`config.mk`:
```
export PLATFORM = sky130hd
export DESIGN_NAME = vdam_monitor
export DESIGN_NICKNAME = d
export VERILOG_FILES = /design/src/rtl/vdam_pkg.sv /design/src/rtl/vdam_monitor.sv
export SDC_FILE = /design/constraint.sdc
export NUM_CORES = 1
export LEC_CHECK = 0
export BUFFER_PORTS_ARGS = -buffer_cell sky130_fd_sc_hd__buf_4
export CORE_MARGIN = 5
export CORE_UTILIZATION = 47
export DETAILED_ROUTE_END_ITERATION = 16
export PLACE_DENSITY = 0.75
export SETUP_SLACK_MARGIN = 0.5
export SLEW_MARGIN = 10
export SYNTH_ARGS = -nofsm -noshare
export SYNTH_HDL_FRONTEND = slang
export SYNTH_SLANG_ARGS = --single-unit
export TNS_END_PERCENT = 30
```
`constraint.sdc`:
```
create_clock -name hclk -period 3.3 [get_ports hclk]
set_input_delay 0.33 -clock hclk [delete_from_list [all_inputs] [get_ports hclk]]
set_output_delay 0.33 -clock hclk [all_outputs]
set_load 0.005 [all_outputs]
```
`src/rtl/vdam_pkg.sv`:
```
// Package for the valve diagnostic alarm monitor.
// Assumes one clock at 25 MHz and an AHB-Lite master with word accesses.
package vdam_pkg;
    // Register byte offsets; every register is one aligned word.
    localparam logic [7:0] OFS_CTRL = 8'h00;
    localparam logic [7:0] OFS_SHUT_CNT = 8'h04;
    localparam logic [7:0] OFS_SHUT_THR = 8'h08;
    localparam logic [7:0] OFS_SPD_POS = 8'h0C;
    localparam logic [7:0] OFS_SPD_NEG = 8'h10;
    localparam logic [7:0] OFS_SPD_THR_POS = 8'h14;
    localparam logic [7:0] OFS_SPD_THR_NEG = 8'h18;
    localparam logic [7:0] OFS_DEV_THR_POS = 8'h1C;
    localparam logic [7:0] OFS_DEV_THR_NEG = 8'h20;
    localparam logic [7:0] OFS_DEV_WAIT = 8'h24;
    localparam logic [7:0] OFS_TMP_THR_HI = 8'h28;
    localparam logic [7:0] OFS_TMP_THR_LO = 8'h2C;
    localparam logic [7:0] OFS_TMP_WAIT = 8'h30;
    localparam logic [7:0] OFS_VALVE_STAT = 8'h34;
    localparam logic [7:0] OFS_DEV_STAT = 8'h38;
    localparam logic [7:0] OFS_DEVIATION = 8'h3C;
    // Control register bit positions.
    localparam int CTL_EN_SHUT = 0;
    localparam int CTL_EN_SPD = 1;
    localparam int CTL_EN_DEV = 2;
    localparam int CTL_EN_TMP = 3;
    localparam int CTL_EN_STICK = 4;
    localparam int CTL_EN_STROKE = 5;
    localparam int CTL_EN_CYCLE = 6;
    localparam int CTL_EN_ZERO = 7;
    localparam int CTL_SPD_UPDATE = 8;
    localparam int CTL_SPD_CLEAR = 9;
    // Reset values.
    localparam logic [15:0] RST_ZERO16 = 16'h0000;
    localparam logic [31:0] RST_ZERO32 = 32'h0000_0000;
    localparam logic [15:0] RST_THR_MAX = 16'h7FFF;
    // Lowest signed value, so the low temperature limit starts out of reach.
    localparam logic [15:0] RST_THR_MIN = 16'h8000;
    // Loop current and internal temperature limits, in sensor units.
    localparam logic [15:0] LOW_CURRENT_UA = 16'd3800;
    localparam logic signed [15:0] INT_TEMP_LO_C = -16'sd45;
    localparam logic signed [15:0] INT_TEMP_HI_C = 16'sd85;
    // Timebase tick: one waiting-time unit is 1 ms.
    localparam int TICK_NS = 1_000_000;
    localparam int CLK_NS = 40;
    localparam int TICK_CYC = TICK_NS / CLK_NS;
    // Wait-timer state.
    typedef enum logic [1:0] {
        WT_IDLE = 2'b00,
        WT_RUN = 2'b01,
        WT_HIT = 2'b10
    } vdam_wait_e;
    // Measured quantities from the sensor front ends.
    typedef struct packed {
        logic signed [15:0] travel_pct;
        logic signed [15:0] input_pct;
        logic signed [15:0] speed;
        logic signed [15:0] temp;
        logic signed [15:0] int_temp;
        logic [15:0] loop_current_ua;
        logic shut_event;
    } vdam_meas_s;
    // Status inputs computed elsewhere.
    typedef struct packed {
        logic lever_detached;
        logic lever_over_angle;
        logic sensor_link_lost;
        logic ram_fail;
        logic rom_fail;
        logic pilot_drive_out_of_range;
        logic forced_end_position;
        logic simulation_active;
        logic substitute_drive_active;
        logic settings_initialized;
        logic external_adjust_switch_in_use;
        logic stick_exceeded;
        logic stroke_exceeded;
        logic cycle_exceeded;
        logic zero_err_up;
        logic zero_err_down;
    } vdam_sts_s;
endpackage

```
`src/rtl/vdam_monitor.sv`:
```
// Valve diagnostic alarm monitor with an AHB-Lite register slave.
// Assumes sensor inputs come from logic on hclk; pin-level status is
// passed through two flip-flops before use.
// How it works
// - Shut-off alarm when count reaches threshold.
// - Each alarm gated by an enable; the paired flags share one.
// - Positive and negative max speeds, host writable.
// - Update copies captured maxima to reported values.
// - Clear restarts maximum capture from zero.
// - Speed alarm when maximum leaves threshold range.
// - Separate upward and downward speed alarm flags.
// - Deviation alarm only after waiting time elapses.
// - Deviation is travel minus input; positive flag.
// - Negative deviation sets its own flag.
// - Temperature alarm only after waiting time elapses.
// - Separate high and low temperature flags.
// - Angle sensor, RAM and ROM failure flags.
// - Low loop current flag at 3.80 mA or below.
// - Internal temperature outside -45 to +85 flagged.
// - Pilot drive out of range flag.
// - Forced end position flag.
// - Substitute input and drive simulation flags.
// - Settings initialized and adjust switch flags.
// - Device status bits 11 and 12 always read as zero.
// - Up and down zero-travel error flags.
// - Stroke, cycle and stick-slip alarm flags.
//
// Register access over AHB-Lite and the register offsets were left to the implementer.
`timescale 1ns/1ps
module vdam_monitor
    import vdam_pkg::*;
(
    input wire logic hclk,
    input wire logic hresetn,
    input wire logic hsel,
    input wire logic [31:0] haddr,
    input wire logic [1:0] htrans,
    input wire logic hwrite,
    input wire logic [2:0] hsize,
    input wire logic [31:0] hwdata,
    input wire logic hready,
    output logic [31:0] hrdata,
    output logic hreadyout,
    output logic hresp,
    input wire vdam_meas_s meas,
    input wire vdam_sts_s sts_pin,
    output logic [11:0] valve_alarm,
    output logic [12:0] device_status
);
    // Host registers.
    logic [9:0] ctrl_r;
    logic [31:0] shut_cnt_r;
    logic [31:0] shut_thr_r;
    logic [15:0] spd_pos_r;
    logic [15:0] spd_neg_r;
    logic [15:0] cap_pos_r;
    logic [15:0] cap_neg_r;
    logic signed [15:0] spd_thr_pos_r;
    logic signed [15:0] spd_thr_neg_r;
    logic signed [15:0] dev_thr_pos_r;
    logic signed [15:0] dev_thr_neg_r;
    logic [15:0] dev_wait_r;
    logic signed [15:0] tmp_thr_hi_r;
    logic signed [15:0] tmp_thr_lo_r;
    logic [15:0] tmp_wait_r;
    // Bus address phase capture.
    logic wr_pend_r;
    logic [7:0] addr_r;
    logic [31:0] rdata_nxt;
    // Synchronised status pins; stage one is read only by stage two.
    vdam_sts_s sts_s1_r;
    vdam_sts_s sts_s2_r;
    // Timebase tick.
    logic [15:0] tick_cnt_r;
    logic tick_r;
    // Wait timers: index 0..3 = dev+, dev-, temp high, temp low.
    vdam_wait_e wst_r [4];
    logic [15:0] wcnt_r [4];
    logic [3:0] beyond;
    logic [15:0] wlimit [4];
    logic signed [16:0] deviation;
    // Alarm and status flag registers.
    logic [11:0] valve_alarm_r;
    logic [12:0] device_status_r;
    logic [11:0] valve_nxt;
    logic [12:0] device_nxt;
    logic upd_cmd;
    logic clr_cmd;

    // Magnitude of a signed speed sample, as an unsigned 16-bit value.
    function automatic logic [15:0] mag(input logic signed [15:0] v);
        logic [15:0] r;
        r = v[15] ? 16'(-v) : 16'(v);
        return r;
    endfunction

    assign upd_cmd = wr_pend_r && addr_r == OFS_CTRL && hwdata[CTL_SPD_UPDATE];
    assign clr_cmd = wr_pend_r && addr_r == OFS_CTRL && hwdata[CTL_SPD_CLEAR];

    // The slave never stalls and always answers OKAY.
    assign hreadyout = 1'b1;
    assign hresp = 1'b0;
    assign valve_alarm = valve_alarm_r;
    assign device_status = device_status_r;

    // Address phase capture; only word writes are acted on.
    always_ff @(posedge hclk or negedge hresetn) begin
        if (!hresetn) begin
            wr_pend_r <= 1'b0;
            addr_r <= 8'h00;
        end else if (hready) begin
            wr_pend_r <= hsel && htrans[1] && hwrite && hsize == 3'b010;
            addr_r <= haddr[7:0];
        end else begin
            wr_pend_r <= 1'b0;
        end
    end

    // Read mux; unmapped offsets read as zero.
    always_comb begin
        rdata_nxt = RST_ZERO32;
        case (haddr[7:0])
            OFS_CTRL: rdata_nxt = {22'h0, ctrl_r};
            OFS_SHUT_CNT: rdata_nxt = shut_cnt_r;
            OFS_SHUT_THR: rdata_nxt = shut_thr_r;
            OFS_SPD_POS: rdata_nxt = {16'h0, spd_pos_r};
            OFS_SPD_NEG: rdata_nxt = {16'h0, spd_neg_r};
            OFS_SPD_THR_POS: rdata_nxt = {16'h0, spd_thr_pos_r};
            OFS_SPD_THR_NEG: rdata_nxt = {16'h0, spd_thr_neg_r};
            OFS_DEV_THR_POS: rdata_nxt = {16'h0, dev_thr_pos_r};
            OFS_DEV_THR_NEG: rdata_nxt = {16'h0, dev_thr_neg_r};
            OFS_DEV_WAIT: rdata_nxt = {16'h0, dev_wait_r};
            OFS_TMP_THR_HI: rdata_nxt = {16'h0, tmp_thr_hi_r};
            OFS_TMP_THR_LO: rdata_nxt = {16'h0, tmp_thr_lo_r};
            OFS_TMP_WAIT: rdata_nxt = {16'h0, tmp_wait_r};
            OFS_VALVE_STAT: rdata_nxt = {20'h0, valve_alarm_r};
            OFS_DEV_STAT: rdata_nxt = {19'h0, device_status_r};
            OFS_DEVIATION: rdata_nxt = {{15{deviation[16]}}, deviation};
            default: rdata_nxt = RST_ZERO32;
        endcase
    end

    // Read data registered at the end of the address phase.
    always_ff @(posedge hclk or negedge hresetn) begin
        if (!hresetn) begin
            hrdata <= RST_ZERO32;
        end else if (hready && hsel && htrans[1] && !hwrite) begin
            hrdata <= rdata_nxt;
        end
    end

    // Configuration writes. Command bits are pulses and never stored.
    always_ff @(posedge hclk or negedge hresetn) begin
        if (!hresetn) begin
            ctrl_r <= 10'h000;
            shut_thr_r <= RST_ZERO32;
            spd_thr_pos_r <= RST_THR_MAX;
            spd_thr_neg_r <= RST_THR_MAX;
            dev_thr_pos_r <= RST_THR_MAX;
            dev_thr_neg_r <= RST_THR_MAX;
            dev_wait_r <= RST_ZERO16;
            tmp_thr_hi_r <= RST_THR_MAX;
            tmp_thr_lo_r <= RST_THR_MIN;
            tmp_wait_r <= RST_ZERO16;
        end else if (wr_pend_r) begin
            case (addr_r)
                OFS_CTRL: ctrl_r <= {2'b00, hwdata[7:0]};
                OFS_SHUT_THR: shut_thr_r <= hwdata;
                OFS_SPD_THR_POS: spd_thr_pos_r <= hwdata[15:0];
                OFS_SPD_THR_NEG: spd_thr_neg_r <= hwdata[15:0];
                OFS_DEV_THR_POS: dev_thr_pos_r <= hwdata[15:0];
                OFS_DEV_THR_NEG: dev_thr_neg_r <= hwdata[15:0];
                OFS_DEV_WAIT: dev_wait_r <= hwdata[15:0];
                OFS_TMP_THR_HI: tmp_thr_hi_r <= hwdata[15:0];
                OFS_TMP_THR_LO: tmp_thr_lo_r <= hwdata[15:0];
                OFS_TMP_WAIT: tmp_wait_r <= hwdata[15:0];
                default: ctrl_r <= ctrl_r;
            endcase
        end
    end

    // Fully-closed counter; a host write overrides a same-cycle event.
    always_ff @(posedge hclk or negedge hresetn) begin
        if (!hresetn) begin
            shut_cnt_r <= RST_ZERO32;
        end else if (wr_pend_r && addr_r == OFS_SHUT_CNT) begin
            shut_cnt_r <= hwdata;
        end else if (meas.shut_event) begin
            shut_cnt_r <= shut_cnt_r + 32'h1;
        end
    end

    // Per-direction capture of the largest speed seen since the last clear.
    always_ff @(posedge hclk or negedge hresetn) begin
        if (!hresetn) begin
            cap_pos_r <= RST_ZERO16;
            cap_neg_r <= RST_ZERO16;
        end else if (clr_cmd) begin
            cap_pos_r <= RST_ZERO16;
            cap_neg_r <= RST_ZERO16;
        end else if (!meas.speed[15]) begin
            if (mag(meas.speed) > cap_pos_r)
                cap_pos_r <= mag(meas.speed);
        end else begin
            if (mag(meas.speed) > cap_neg_r)
                cap_neg_r <= mag(meas.speed);
        end
    end

    // Reported maxima: host writable, refreshed by update, zeroed by clear.
    always_ff @(posedge hclk or negedge hresetn) begin
        if (!hresetn) begin
            spd_pos_r <= RST_ZERO16;
            spd_neg_r <= RST_ZERO16;
        end else if (clr_cmd) begin
            spd_pos_r <= RST_ZERO16;
            spd_neg_r <= RST_ZERO16;
        end else if (upd_cmd) begin
            spd_pos_r <= cap_pos_r;
            spd_neg_r <= cap_neg_r;
        end else if (wr_pend_r && addr_r == OFS_SPD_POS) begin
            spd_pos_r <= hwdata[15:0];
        end else if (wr_pend_r && addr_r == OFS_SPD_NEG) begin
            spd_neg_r <= hwdata[15:0];
        end
    end

    // Status pin synchroniser.
    always_ff @(posedge hclk or negedge hresetn) begin
        if (!hresetn) begin
            sts_s1_r <= '0;
            sts_s2_r <= '0;
        end else begin
            sts_s1_r <= sts_pin;
            sts_s2_r <= sts_s1_r;
        end
    end

    // Timebase tick for the waiting times.
    always_ff @(posedge hclk or negedge hresetn) begin
        if (!hresetn) begin
            tick_cnt_r <= RST_ZERO16;
            tick_r <= 1'b0;
        end else if (tick_cnt_r == 16'(TICK_CYC - 1)) begin
            tick_cnt_r <= RST_ZERO16;
            tick_r <= 1'b1;
        end else begin
            tick_cnt_r <= tick_cnt_r + 16'h1;
            tick_r <= 1'b0;
        end
    end

    // Deviation and threshold conditions for the four wait timers.
    assign deviation = 17'(meas.travel_pct) - 17'(meas.input_pct);
    assign beyond[0] = deviation > 17'(dev_thr_pos_r);
    assign beyond[1] = -deviation > 17'(dev_thr_neg_r);
    assign beyond[2] = meas.temp > tmp_thr_hi_r;
    assign beyond[3] = meas.temp < tmp_thr_lo_r;
    assign wlimit[0] = dev_wait_r;
    assign wlimit[1] = dev_wait_r;
    assign wlimit[2] = tmp_wait_r;
    assign wlimit[3] = tmp_wait_r;

    // Wait timers: a condition must hold for its waiting time in ticks.
    // Dropping back inside restarts from zero, so short spikes never alarm.
    for (genvar i = 0; i < 4; i++) begin : g_wait
        always_ff @(posedge hclk or negedge hresetn) begin
            if (!hresetn) begin
                wst_r[i] <= WT_IDLE;
                wcnt_r[i] <= RST_ZERO16;
            end else begin
                case (wst_r[i])
                    WT_IDLE: begin
                        wcnt_r[i] <= RST_ZERO16;
                        if (beyond[i])
                            wst_r[i] <= WT_RUN;
                    end
                    WT_RUN: begin
                        if (!beyond[i]) begin
                            wst_r[i] <= WT_IDLE;
                            wcnt_r[i] <= RST_ZERO16;
                        // The first tick may come at once, so one tick more
                        // than the limit is counted before the alarm.
                        // A limit of 0xFFFF therefore never expires.
                        end else if (wlimit[i] == RST_ZERO16
                                || wcnt_r[i] > wlimit[i]) begin
                            wst_r[i] <= WT_HIT;
                        end else if (tick_r) begin
                            wcnt_r[i] <= wcnt_r[i] + 16'h1;
                        end
                    end
                    WT_HIT: begin
                        if (!beyond[i])
                            wst_r[i] <= WT_IDLE;
                    end
                    default: wst_r[i] <= WT_IDLE;
                endcase
            end
        end
    end

    // Next valve alarm flags, each gated by its enable.
    always_comb begin
        valve_nxt = 12'h000;
        valve_nxt[0] = ctrl_r[CTL_EN_STICK] && sts_s2_r.stick_exceeded;
        valve_nxt[1] = ctrl_r[CTL_EN_STROKE] && sts_s2_r.stroke_exceeded;
        valve_nxt[2] = ctrl_r[CTL_EN_CYCLE] && sts_s2_r.cycle_exceeded;
        valve_nxt[3] = ctrl_r[CTL_EN_ZERO] && sts_s2_r.zero_err_up;
        valve_nxt[4] = ctrl_r[CTL_EN_ZERO] && sts_s2_r.zero_err_down;
        valve_nxt[5] = ctrl_r[CTL_EN_SHUT] && shut_cnt_r >= shut_thr_r;
        valve_nxt[6] = ctrl_r[CTL_EN_SPD]
            && 17'(spd_pos_r) > 17'(spd_thr_pos_r);
        valve_nxt[7] = ctrl_r[CTL_EN_SPD]
            && 17'(spd_neg_r) > 17'(spd_thr_neg_r);
        valve_nxt[8] = ctrl_r[CTL_EN_DEV] && wst_r[0] == WT_HIT;
        valve_nxt[9] = ctrl_r[CTL_EN_DEV] && wst_r[1] == WT_HIT;
        valve_nxt[10] = ctrl_r[CTL_EN_TMP] && wst_r[2] == WT_HIT;
        valve_nxt[11] = ctrl_r[CTL_EN_TMP] && wst_r[3] == WT_HIT;
    end

    // Next positioner status flags.
    always_comb begin
        device_nxt = 13'h0000;
        device_nxt[0] = sts_s2_r.lever_detached || sts_s2_r.lever_over_angle
            || sts_s2_r.sensor_link_lost;
        device_nxt[1] = sts_s2_r.ram_fail;
        device_nxt[2] = sts_s2_r.rom_fail;
        device_nxt[3] = meas.loop_current_ua <= LOW_CURRENT_UA;
        device_nxt[4] = meas.int_temp < INT_TEMP_LO_C
            || meas.int_temp > INT_TEMP_HI_C;
        device_nxt[5] = sts_s2_r.pilot_drive_out_of_range;
        device_nxt[6] = sts_s2_r.forced_end_position;
        device_nxt[7] = sts_s2_r.simulation_active;
        device_nxt[8] = sts_s2_r.substitute_drive_active;
        device_nxt[9] = sts_s2_r.settings_initialized;
        device_nxt[10] = sts_s2_r.external_adjust_switch_in_use;
        device_nxt[12:11] = 2'b00;
    end

    // Flags follow their causes level for level, one cycle late.
    always_ff @(posedge hclk or negedge hresetn) begin
        if (!hresetn) begin
            valve_alarm_r <= 12'h000;
            device_status_r <= 13'h0000;
        end else begin
            valve_alarm_r <= valve_nxt;
            device_status_r <= device_nxt;
        end
    end

    // Checks.
    property p_shut;
        @(posedge hclk) disable iff (!hresetn)
        (ctrl_r[CTL_EN_SHUT] && shut_cnt_r >= shut_thr_r) |=> valve_alarm_r[5];
    endproperty
    a_shut: assert property (p_shut) else $error("shut alarm missing");
    property p_en;
        @(posedge hclk) disable iff (!hresetn)
        !ctrl_r[CTL_EN_DEV] |=> !valve_alarm_r[8] && !valve_alarm_r[9];
    endproperty
    a_en: assert property (p_en) else $error("disabled alarm set");
    property p_upd;
        @(posedge hclk) disable iff (!hresetn)
        (upd_cmd && !clr_cmd) |=> spd_pos_r == $past(cap_pos_r);
    endproperty
    a_upd: assert property (p_upd) else $error("update failed");
    property p_clr;
        @(posedge hclk) disable iff (!hresetn)
        clr_cmd |=> spd_pos_r == 16'h0000 && cap_neg_r == 16'h0000;
    endproperty
    a_clr: assert property (p_clr) else $error("clear failed");
    property p_wait;
        @(posedge hclk) disable iff (!hresetn)
        $rose(valve_alarm_r[8]) |-> $past(wst_r[0] == WT_HIT)
            && $past(dev_wait_r == RST_ZERO16 || wcnt_r[0] > dev_wait_r);
    endproperty
    a_wait: assert property (p_wait) else $error("early deviation");
    property p_restart;
        @(posedge hclk) disable iff (!hresetn)
        (wst_r[2] == WT_RUN && !beyond[2]) |=> wcnt_r[2] == 16'h0000;
    endproperty
    a_restart: assert property (p_restart) else $error("no restart");
    property p_low;
        @(posedge hclk) disable iff (!hresetn)
        meas.loop_current_ua <= LOW_CURRENT_UA |=> device_status_r[3];
    endproperty
    a_low: assert property (p_low) else $error("low current missed");
    property p_drop;
        @(posedge hclk) disable iff (!hresetn)
        !beyond[3] ##1 !beyond[3] |=> !valve_alarm_r[11];
    endproperty
    a_drop: assert property (p_drop) else $error("flag stuck");
    c_dev: cover property (@(posedge hclk) $rose(valve_alarm_r[8]));
    c_tmp: cover property (@(posedge hclk) $rose(valve_alarm_r[10]));
    c_clr: cover property (@(posedge hclk) clr_cmd);
endmodule

```
---- Word level (Yosys, flattened, before mapping) ----
Cells that the tools add are included.
cells by class
  add/subtract/negate cells ............... 9
  magnitude comparators ................... 16
  reduce and logical (&&, ||, !) cells .... 71
  muxes and demuxes ....................... 56
  multiply operators ...................... 0
  equal/unequal tests ..................... 59
  bitwise gates (word level) .............. 0
  shift operators ......................... 0
  div/mod/pow operators ................... 0
operators by type and width
  cell                                                                count
  32-bit case mux with 16 select lines                                1
  16-bit two-way mux                                                  27
  16-bit case mux with 2 select lines                                 4
  16-bit > comparator                                                 7
  8-bit by 6-bit == test with 1-bit output (second input constant)    13
  16-bit by 1-bit adder with 16-bit output (second input constant)    5
  8-bit by 5-bit == test with 1-bit output (second input constant)    8
  32-bit two-way mux                                                  2
  3-bit != test (second input constant)                               13
  16-bit by 17-bit > comparator with 1-bit output                     2
  17-bit by 16-bit > comparator with 1-bit output                     2
  32-bit by 1-bit adder with 32-bit output (second input constant)    1
  8-bit by 4-bit == test with 1-bit output (second input constant)    4
  32-bit greater-or-equal comparator                                  1
  16-bit zero test                                                    2
  2-bit two-way mux                                                   16
  2-bit AND reduction                                                 13
  1-bit logical AND                                                   24
  2-bit case mux with 3 select lines                                  4
  3-bit AND reduction                                                 8
  17-bit negator                                                      1
  16-bit by 16-bit subtractor with 17-bit output                      1
  16-bit by 15-bit == test with 1-bit output (second input constant)  1
  8-bit by 3-bit == test with 1-bit output (second input constant)    2
  17 further kinds                                                    49
word-level totals
  bits in latches ......................... 0
  memories kept ........................... 0
  bits in registers ....................... 449
  bits in read-only memories .............. 0
  logic and storage cells ................. 273
  output and inout port bits .............. 59
  input bits .............................. 187
  memory bits (writable) .................. 0

---- Longest topological paths before layout ----
  depth in word-level cells ............... 6
  gate-level depth with buffers ........... 22
  gate-level depth less buffers ........... 20

---- Worst setup path before layout ----
OpenSTA, ideal clock, no wires.
  kind .................................... input -> register
  start point ............................. input meas[81] in the netlist's numbering
  end point ............................... register wcnt_r[41] in the netlist's numbering
  stages .................................. 21
  library setup time ...................... 78 ps
  arrival ................................. 4482 ps
  buffers on the path ..................... 1
  data required time ...................... 3222 ps
  slack ................................... -1260 ps
  path through ............................ inv_1 ha_1 fa_1 nor2b_1 o31a_1 nor3_1 a211o_1 nor4_1 nand2_1 nor2_1 xnor2_1 ha_1 a21oi_1 o21ai_0 a2111oi_0 a21oi_1 o211ai_1 a21oi_1 clkbuf_1 or4_1 a21oi_1
on the way
  word-level cells in the longest chain between the ends .. 5
  elaborated cells on any way between the ends .. 8
  classes of those cells .................. add/sub (2); order compare (1); eq/ne (2); mux (2); reduce/logical (1)
ends and longest elaborated chain
  element                                                                                             RTL line             RTL
  from (decl)                                                                                         vdam_monitor.sv:45   input wire vdam_meas_s meas,
  16-bit by 16-bit subtractor with 17-bit output (*)                                                  vdam_monitor.sv:254  assign deviation = 17'(meas.travel_pct) - 17'(meas.input_pct);
  17-bit negator (*)                                                                                  vdam_monitor.sv:256  assign beyond[1] = -deviation > 17'(dev_thr_neg_r);
  17-bit by 16-bit > comparator with 1-bit output (*)                                                 vdam_monitor.sv:256
  3-bit != test (no source line) / 16-bit two-way mux (equally long branches)                         n/a
  3-bit AND reduction (no source line) / 16-bit case mux with 2 select lines (equally long branches)  n/a
  to (signal, indexed assignment)                                                                     vdam_monitor.sv:289  wcnt_r[i] <= wcnt_r[i] + 16'h1;
  to (decl)                                                                                           vdam_monitor.sv:78   logic [15:0] wcnt_r [4];
Every way passes the cells marked *; elsewhere a longest branch is shown, timed or not.
A chain may end at the register's enable or synchronous reset.

---- Worst setup path after layout ----
  start point ............................. input meas[81] in the netlist's numbering
  end point ............................... register wcnt_r[43] in the netlist's numbering
Same word-level chain as after synthesis.

==> run summary <==
The filler cells instantiated in the layout total 4,767. Weighted congestion at the end of routability-driven global placement: 1.03. The flow ran to the end, but the final reports show violations. Entering global routing, the biggest net connects 95 pins. In this run the clock root is driven by a sky130_fd_sc_hd__clkbuf_16. The basic-gate share of the synthesized area counting and, or, nand and nor cells was 0.162; the fraction of the mapped netlist area in compound gates was 0.171. The tools report the launching element type of the critical path as a primary input. For the deepest clock path buffer count, the log shows 3. The final reports fail on setup timing. The worst-case IR drop observed on VDD is 0.386 mV. The tools report the overall via count from detail_route as 24,816.

In this run the tool buffered the top-level ports with 216 buffer cells. Across the run, the number of max-cap violations was 0. The post-synthesis cell type with the largest combined area is sky130_fd_sc_hd__dfrtp_1. Combinational share of power: 0.231. The run gives 0.416 as the sequential fraction of the synthesis area.

Setup violations remaining at the end of the flow were counted as 52. The accumulated negative setup slack was -16,580 ps; the area enclosed by the die boundary was 62,800 µm². Using the TritonRoute via totals, the vias-per-cell ratio works out to 6.02. Number of violations reported at the end of detailed-routing iteration 0: 2,568.

The logs give 0.601 for the post-layout utilization of the core and 27,200 µm² for the cell area after technology mapping. Counting flops with a built-in enable in the synthesized netlist gives 0. TritonCTS created 50 clock buffers. For the worst setup path, the data required time is 3840 ps. The number of placed I/O pins was 246. The leftover overflow at the end of global routing came out at 0.

The length of the first detailed-routing pass in iterations is 6. The run gives 0.392 as the worst max-slew margin expressed relative to the limit. The tightest min-delay check is of the primary input to flop type. The most repeated cell in the gate-level netlist after synthesis was sky130_fd_sc_hd__dfrtp_1.

The delay of the slowest cell on the worst path is 500 ps. The run gives 0.473 as the initial cell density of the core. The number of antenna violations at the first check in global routing came out at 2. For this run, design rule violations remaining after detail routing come to 0.

First-pass GRT wire length: 139,000 µm. The worst slack at placement was -1430 ps. For the routed wire length, the log shows 91,600 µm. After technology mapping, the gate count stands at 2,901. Together, buffers and inverters on the worst path number 6. Final hold analysis gives a worst-case slack of 4.40 ps.

The number of pins with negative max-slew slack in the final report was 0; the number of global-route vias before repair was 24,107. The worst setup path is of the primary input to flop kind. For this run, the number of Yosys warnings is 0. The area share of the leading cell type in the synthesized netlist was 0.342; the level count of the clock H-tree was 2.

The number of placement rows was 88; the overall die height was 251 µm. The clock share of power came out at 0.363. The proportion of layout cells with a drive suffix above 1 works out to 0.266. The post-synthesis xor/xnor area fraction was 0.0396. The clock reaches the later pin of the worst-skew pair after 620 ps. The transition at the pin with the smallest max-transition slack came out at 909 ps. The tools report the sink count of the clock tree as 448. The top fanout value on the critical path was 7. In this run the static leakage power is 16.3 nW. Switching share of power: 0.304. The adder and majority gate portion of the synthesized area came out at 0.116. The routed wirelength normalized by instance count is 22.2 µm.

The commonest cells after synthesis are sky130_fd_sc_hd__dfrtp_1, sky130_fd_sc_hd__nand2_1, sky130_fd_sc_hd__ha_1. For the maximum frequency from static timing analysis, the log shows 0.252 GHz. The mean cell area of the mapped netlist came out at 9.37 µm². The region available for standard cell placement spans 57,500 µm². The repair_antennas step left the layout with diodes totalling 0. The area growth from synthesis to layout is 27.0%. The portion of netlist area occupied by mux cells was 0.0454. The total internal power came out at 10.8 mW. For the power spent charging and discharging nets, the log shows 4.74 mW. The sequential share of power came out at 0.406. The worst setup path is captured at a flop. After legalization and detailed placement, the total HPWL measured 66,700 µm. From left edge to right edge, the die measures 251 µm.

Setup slack after layout: -668 ps. After the flow finishes, the layout carries non-filler instances totaling 4,120. The number of different library cells in the post-synthesis netlist is 79, and the number of hold-slack violations in the final timing report is 0.

The cell with the largest stage delay on the worst path was sky130_fd_sc_hd__or4_1. The cell with the most instances on the worst path is sky130_fd_sc_hd__nand2_1. Setup repair after global routing could not meet its margin everywhere. The total placed cells including tap cells was 3,954.

Sorting the synthesized cells by area gives the leading types as sky130_fd_sc_hd__dfrtp_1, sky130_fd_sc_hd__ha_1, sky130_fd_sc_hd__dfstp_2. After the last flow step, the layout net total stands at 3,754. The run gives 0.278 as the overall fraction of global-route tracks in use.

The register bit total from synthesis came out at 448. The power density over the cells was 451 nW/µm². TritonCTS built the clock tree.

The endpoint arrival time on the critical path is 4510 ps. On the final layout, the worst clock skew is 24.2 ps. The most used flip-flop cell after synthesis is sky130_fd_sc_hd__dfrtp_1. In this design, the largest share of critical-path delay is due to simple AND/OR/NAND/NOR gates.

The async set-or-reset flop fraction in the synthesized netlist is 1.00, and the clock-pin slew of the registers on the worst-case setup and hold paths is 60 ps. By area, the combinational part of the netlist is dominated by compound AO/OA/AOI/OAI gates. In this run the remaining antenna-violating nets after routing total 0. The final clock period utilization by the worst path was 1.20; the final critical-path required period was 3970 ps.
per-stage QoR:
step | power, mW | area [µm²]
global placement | 9.30 | 31000
floorplan | 7.96 | 27400
global route | 16.2 | 34500
finish | 15.6 | 34500
detailed placement | 9.38 | 31000
CTS | 15.3 | 33700
routing by layer:
layer	track usage	wire [µm]
met4	0.122	4830
met2	0.425	40200
met5	0	114
met1	0.378	37500
met3	0.0671	8940
registers in the layout (all words and copies together) (netlist names), 11 cells and up:
| register | cells |
|---|---|
| dev_thr_pos_r | 16 |
| tmp_thr_hi_r | 16 |
| shut_thr_r | 32 |
| tmp_thr_lo_r | 16 |
| spd_thr_neg_r | 16 |
| shut_cnt_r | 32 |
| tmp_wait_r | 16 |
| wcnt_r | 64 |
| hrdata | 32 |
| dev_thr_neg_r | 16 |
| tick_cnt_r | 16 |
| device_status | 11 |
| dev_wait_r | 16 |
| spd_pos_r | 16 |
| spd_neg_r | 16 |
| spd_thr_pos_r | 16 |
| sts_s1_r | 16 |
| cap_pos_r | 15 |
| cap_neg_r | 16 |
| valve_alarm | 12 |
power groups by stage:
stage,clock (mW),sequential (mW),combinational (mW)
6_report,5.65,6.32,3.61
3_5_place_dp,0,6.39,3.00
4_1_cts,5.70,6.29,3.26
3_3_place_gp,0,6.37,2.93
5_1_grt,5.91,6.35,3.96
2_1_floorplan,0,6.20,1.75
worst reg2reg max path: cells and delay by family, from the launching register on:
family | cells | cell delay (ps)
compound gates | 5 | 850
simple gates | 3 | 650
flops | 1 | 580
buf+inv | 4 | 530
fa+ha+maj | 1 | 270
worst paths after layout:
path | cells past startpoint | to | slack, ps | startpoint
max | 25 | wcnt_r[43] | -670 | meas[81]
min | 2 | addr_r[4] | 4 | haddr[4]
max reg2reg | 13 | wcnt_r[59] | 260 | dev_thr_pos_r[5]
min reg2reg | 0 | device_status[2] | 330 | device_nxt[2]
max in group asynchronous | 3 | hrdata[31] | 2070 | hresetn
min in group asynchronous | 2 | tick_cnt_r[7] | 250 | hresetn
timing repair:
item / 4_1_cts / 5_1_grt
endpoints found under the setup margin: 99 / 99
hold buffers: 44 / 0
gates resized for setup: 101 / 160
pin swaps: 41 / 80
gates cloned: 2 / 1
setup buffers: 16 / 12
endpoints found under the hold margin: 98 / 0
layout by cell type, fill, tap and decap left out, types with 27 or more instances in the layout:
cell type	instances
sky130_fd_sc_hd__a22oi_1	65
sky130_fd_sc_hd__xnor2_1	49
sky130_fd_sc_hd__buf_6	34
sky130_fd_sc_hd__o31ai_1	37
sky130_fd_sc_hd__nand4_1	85
sky130_fd_sc_hd__inv_1	214
sky130_fd_sc_hd__and3_1	43
sky130_fd_sc_hd__a21oi_1	111
sky130_fd_sc_hd__nor2b_1	29
sky130_fd_sc_hd__nand2_1	279
sky130_fd_sc_hd__a221oi_1	34
sky130_fd_sc_hd__a21oi_2	28
sky130_fd_sc_hd__dfrtp_1	371
sky130_fd_sc_hd__mux2_2	82
sky130_fd_sc_hd__ha_1	230
sky130_fd_sc_hd__xor2_1	64
sky130_fd_sc_hd__mux2i_1	30
sky130_fd_sc_hd__nand3_1	83
sky130_fd_sc_hd__dfstp_2	76
sky130_fd_sc_hd__nor2_1	161
sky130_fd_sc_hd__dlygate4sd3_1	44
sky130_fd_sc_hd__a21o_1	39
sky130_fd_sc_hd__buf_4	399
sky130_fd_sc_hd__clkbuf_16	51
sky130_fd_sc_hd__a211oi_1	27
sky130_fd_sc_hd__o21ai_0	184
cell families (layout without fill, tap and decap cells):
logic type / count (synthesis) / count (layout)
AOI/OAI and AO/OA: 713 / 713
buffers and inverters: 360 / 812
DFF: 448 / 448
muxes: 113 / 113
xor gates and xnor gates: 122 / 122
adders and majority gates: 251 / 251
other: 2 / 4
and+or+nand+nor: 892 / 892
cell type report:
type                       instances  area (µm²)  share of cell area
clock buffer                      70        1430              0.0413
clock inverter                    21         219             0.00634
inverter                         232         893              0.0259
multi-input combinational       2095       15700               0.455
sequential                       448       11300               0.327
tap                              765         957              0.0277
timing repair buffer             489        4020               0.116
No activity file was read; power rests on OpenSTA's default activity.
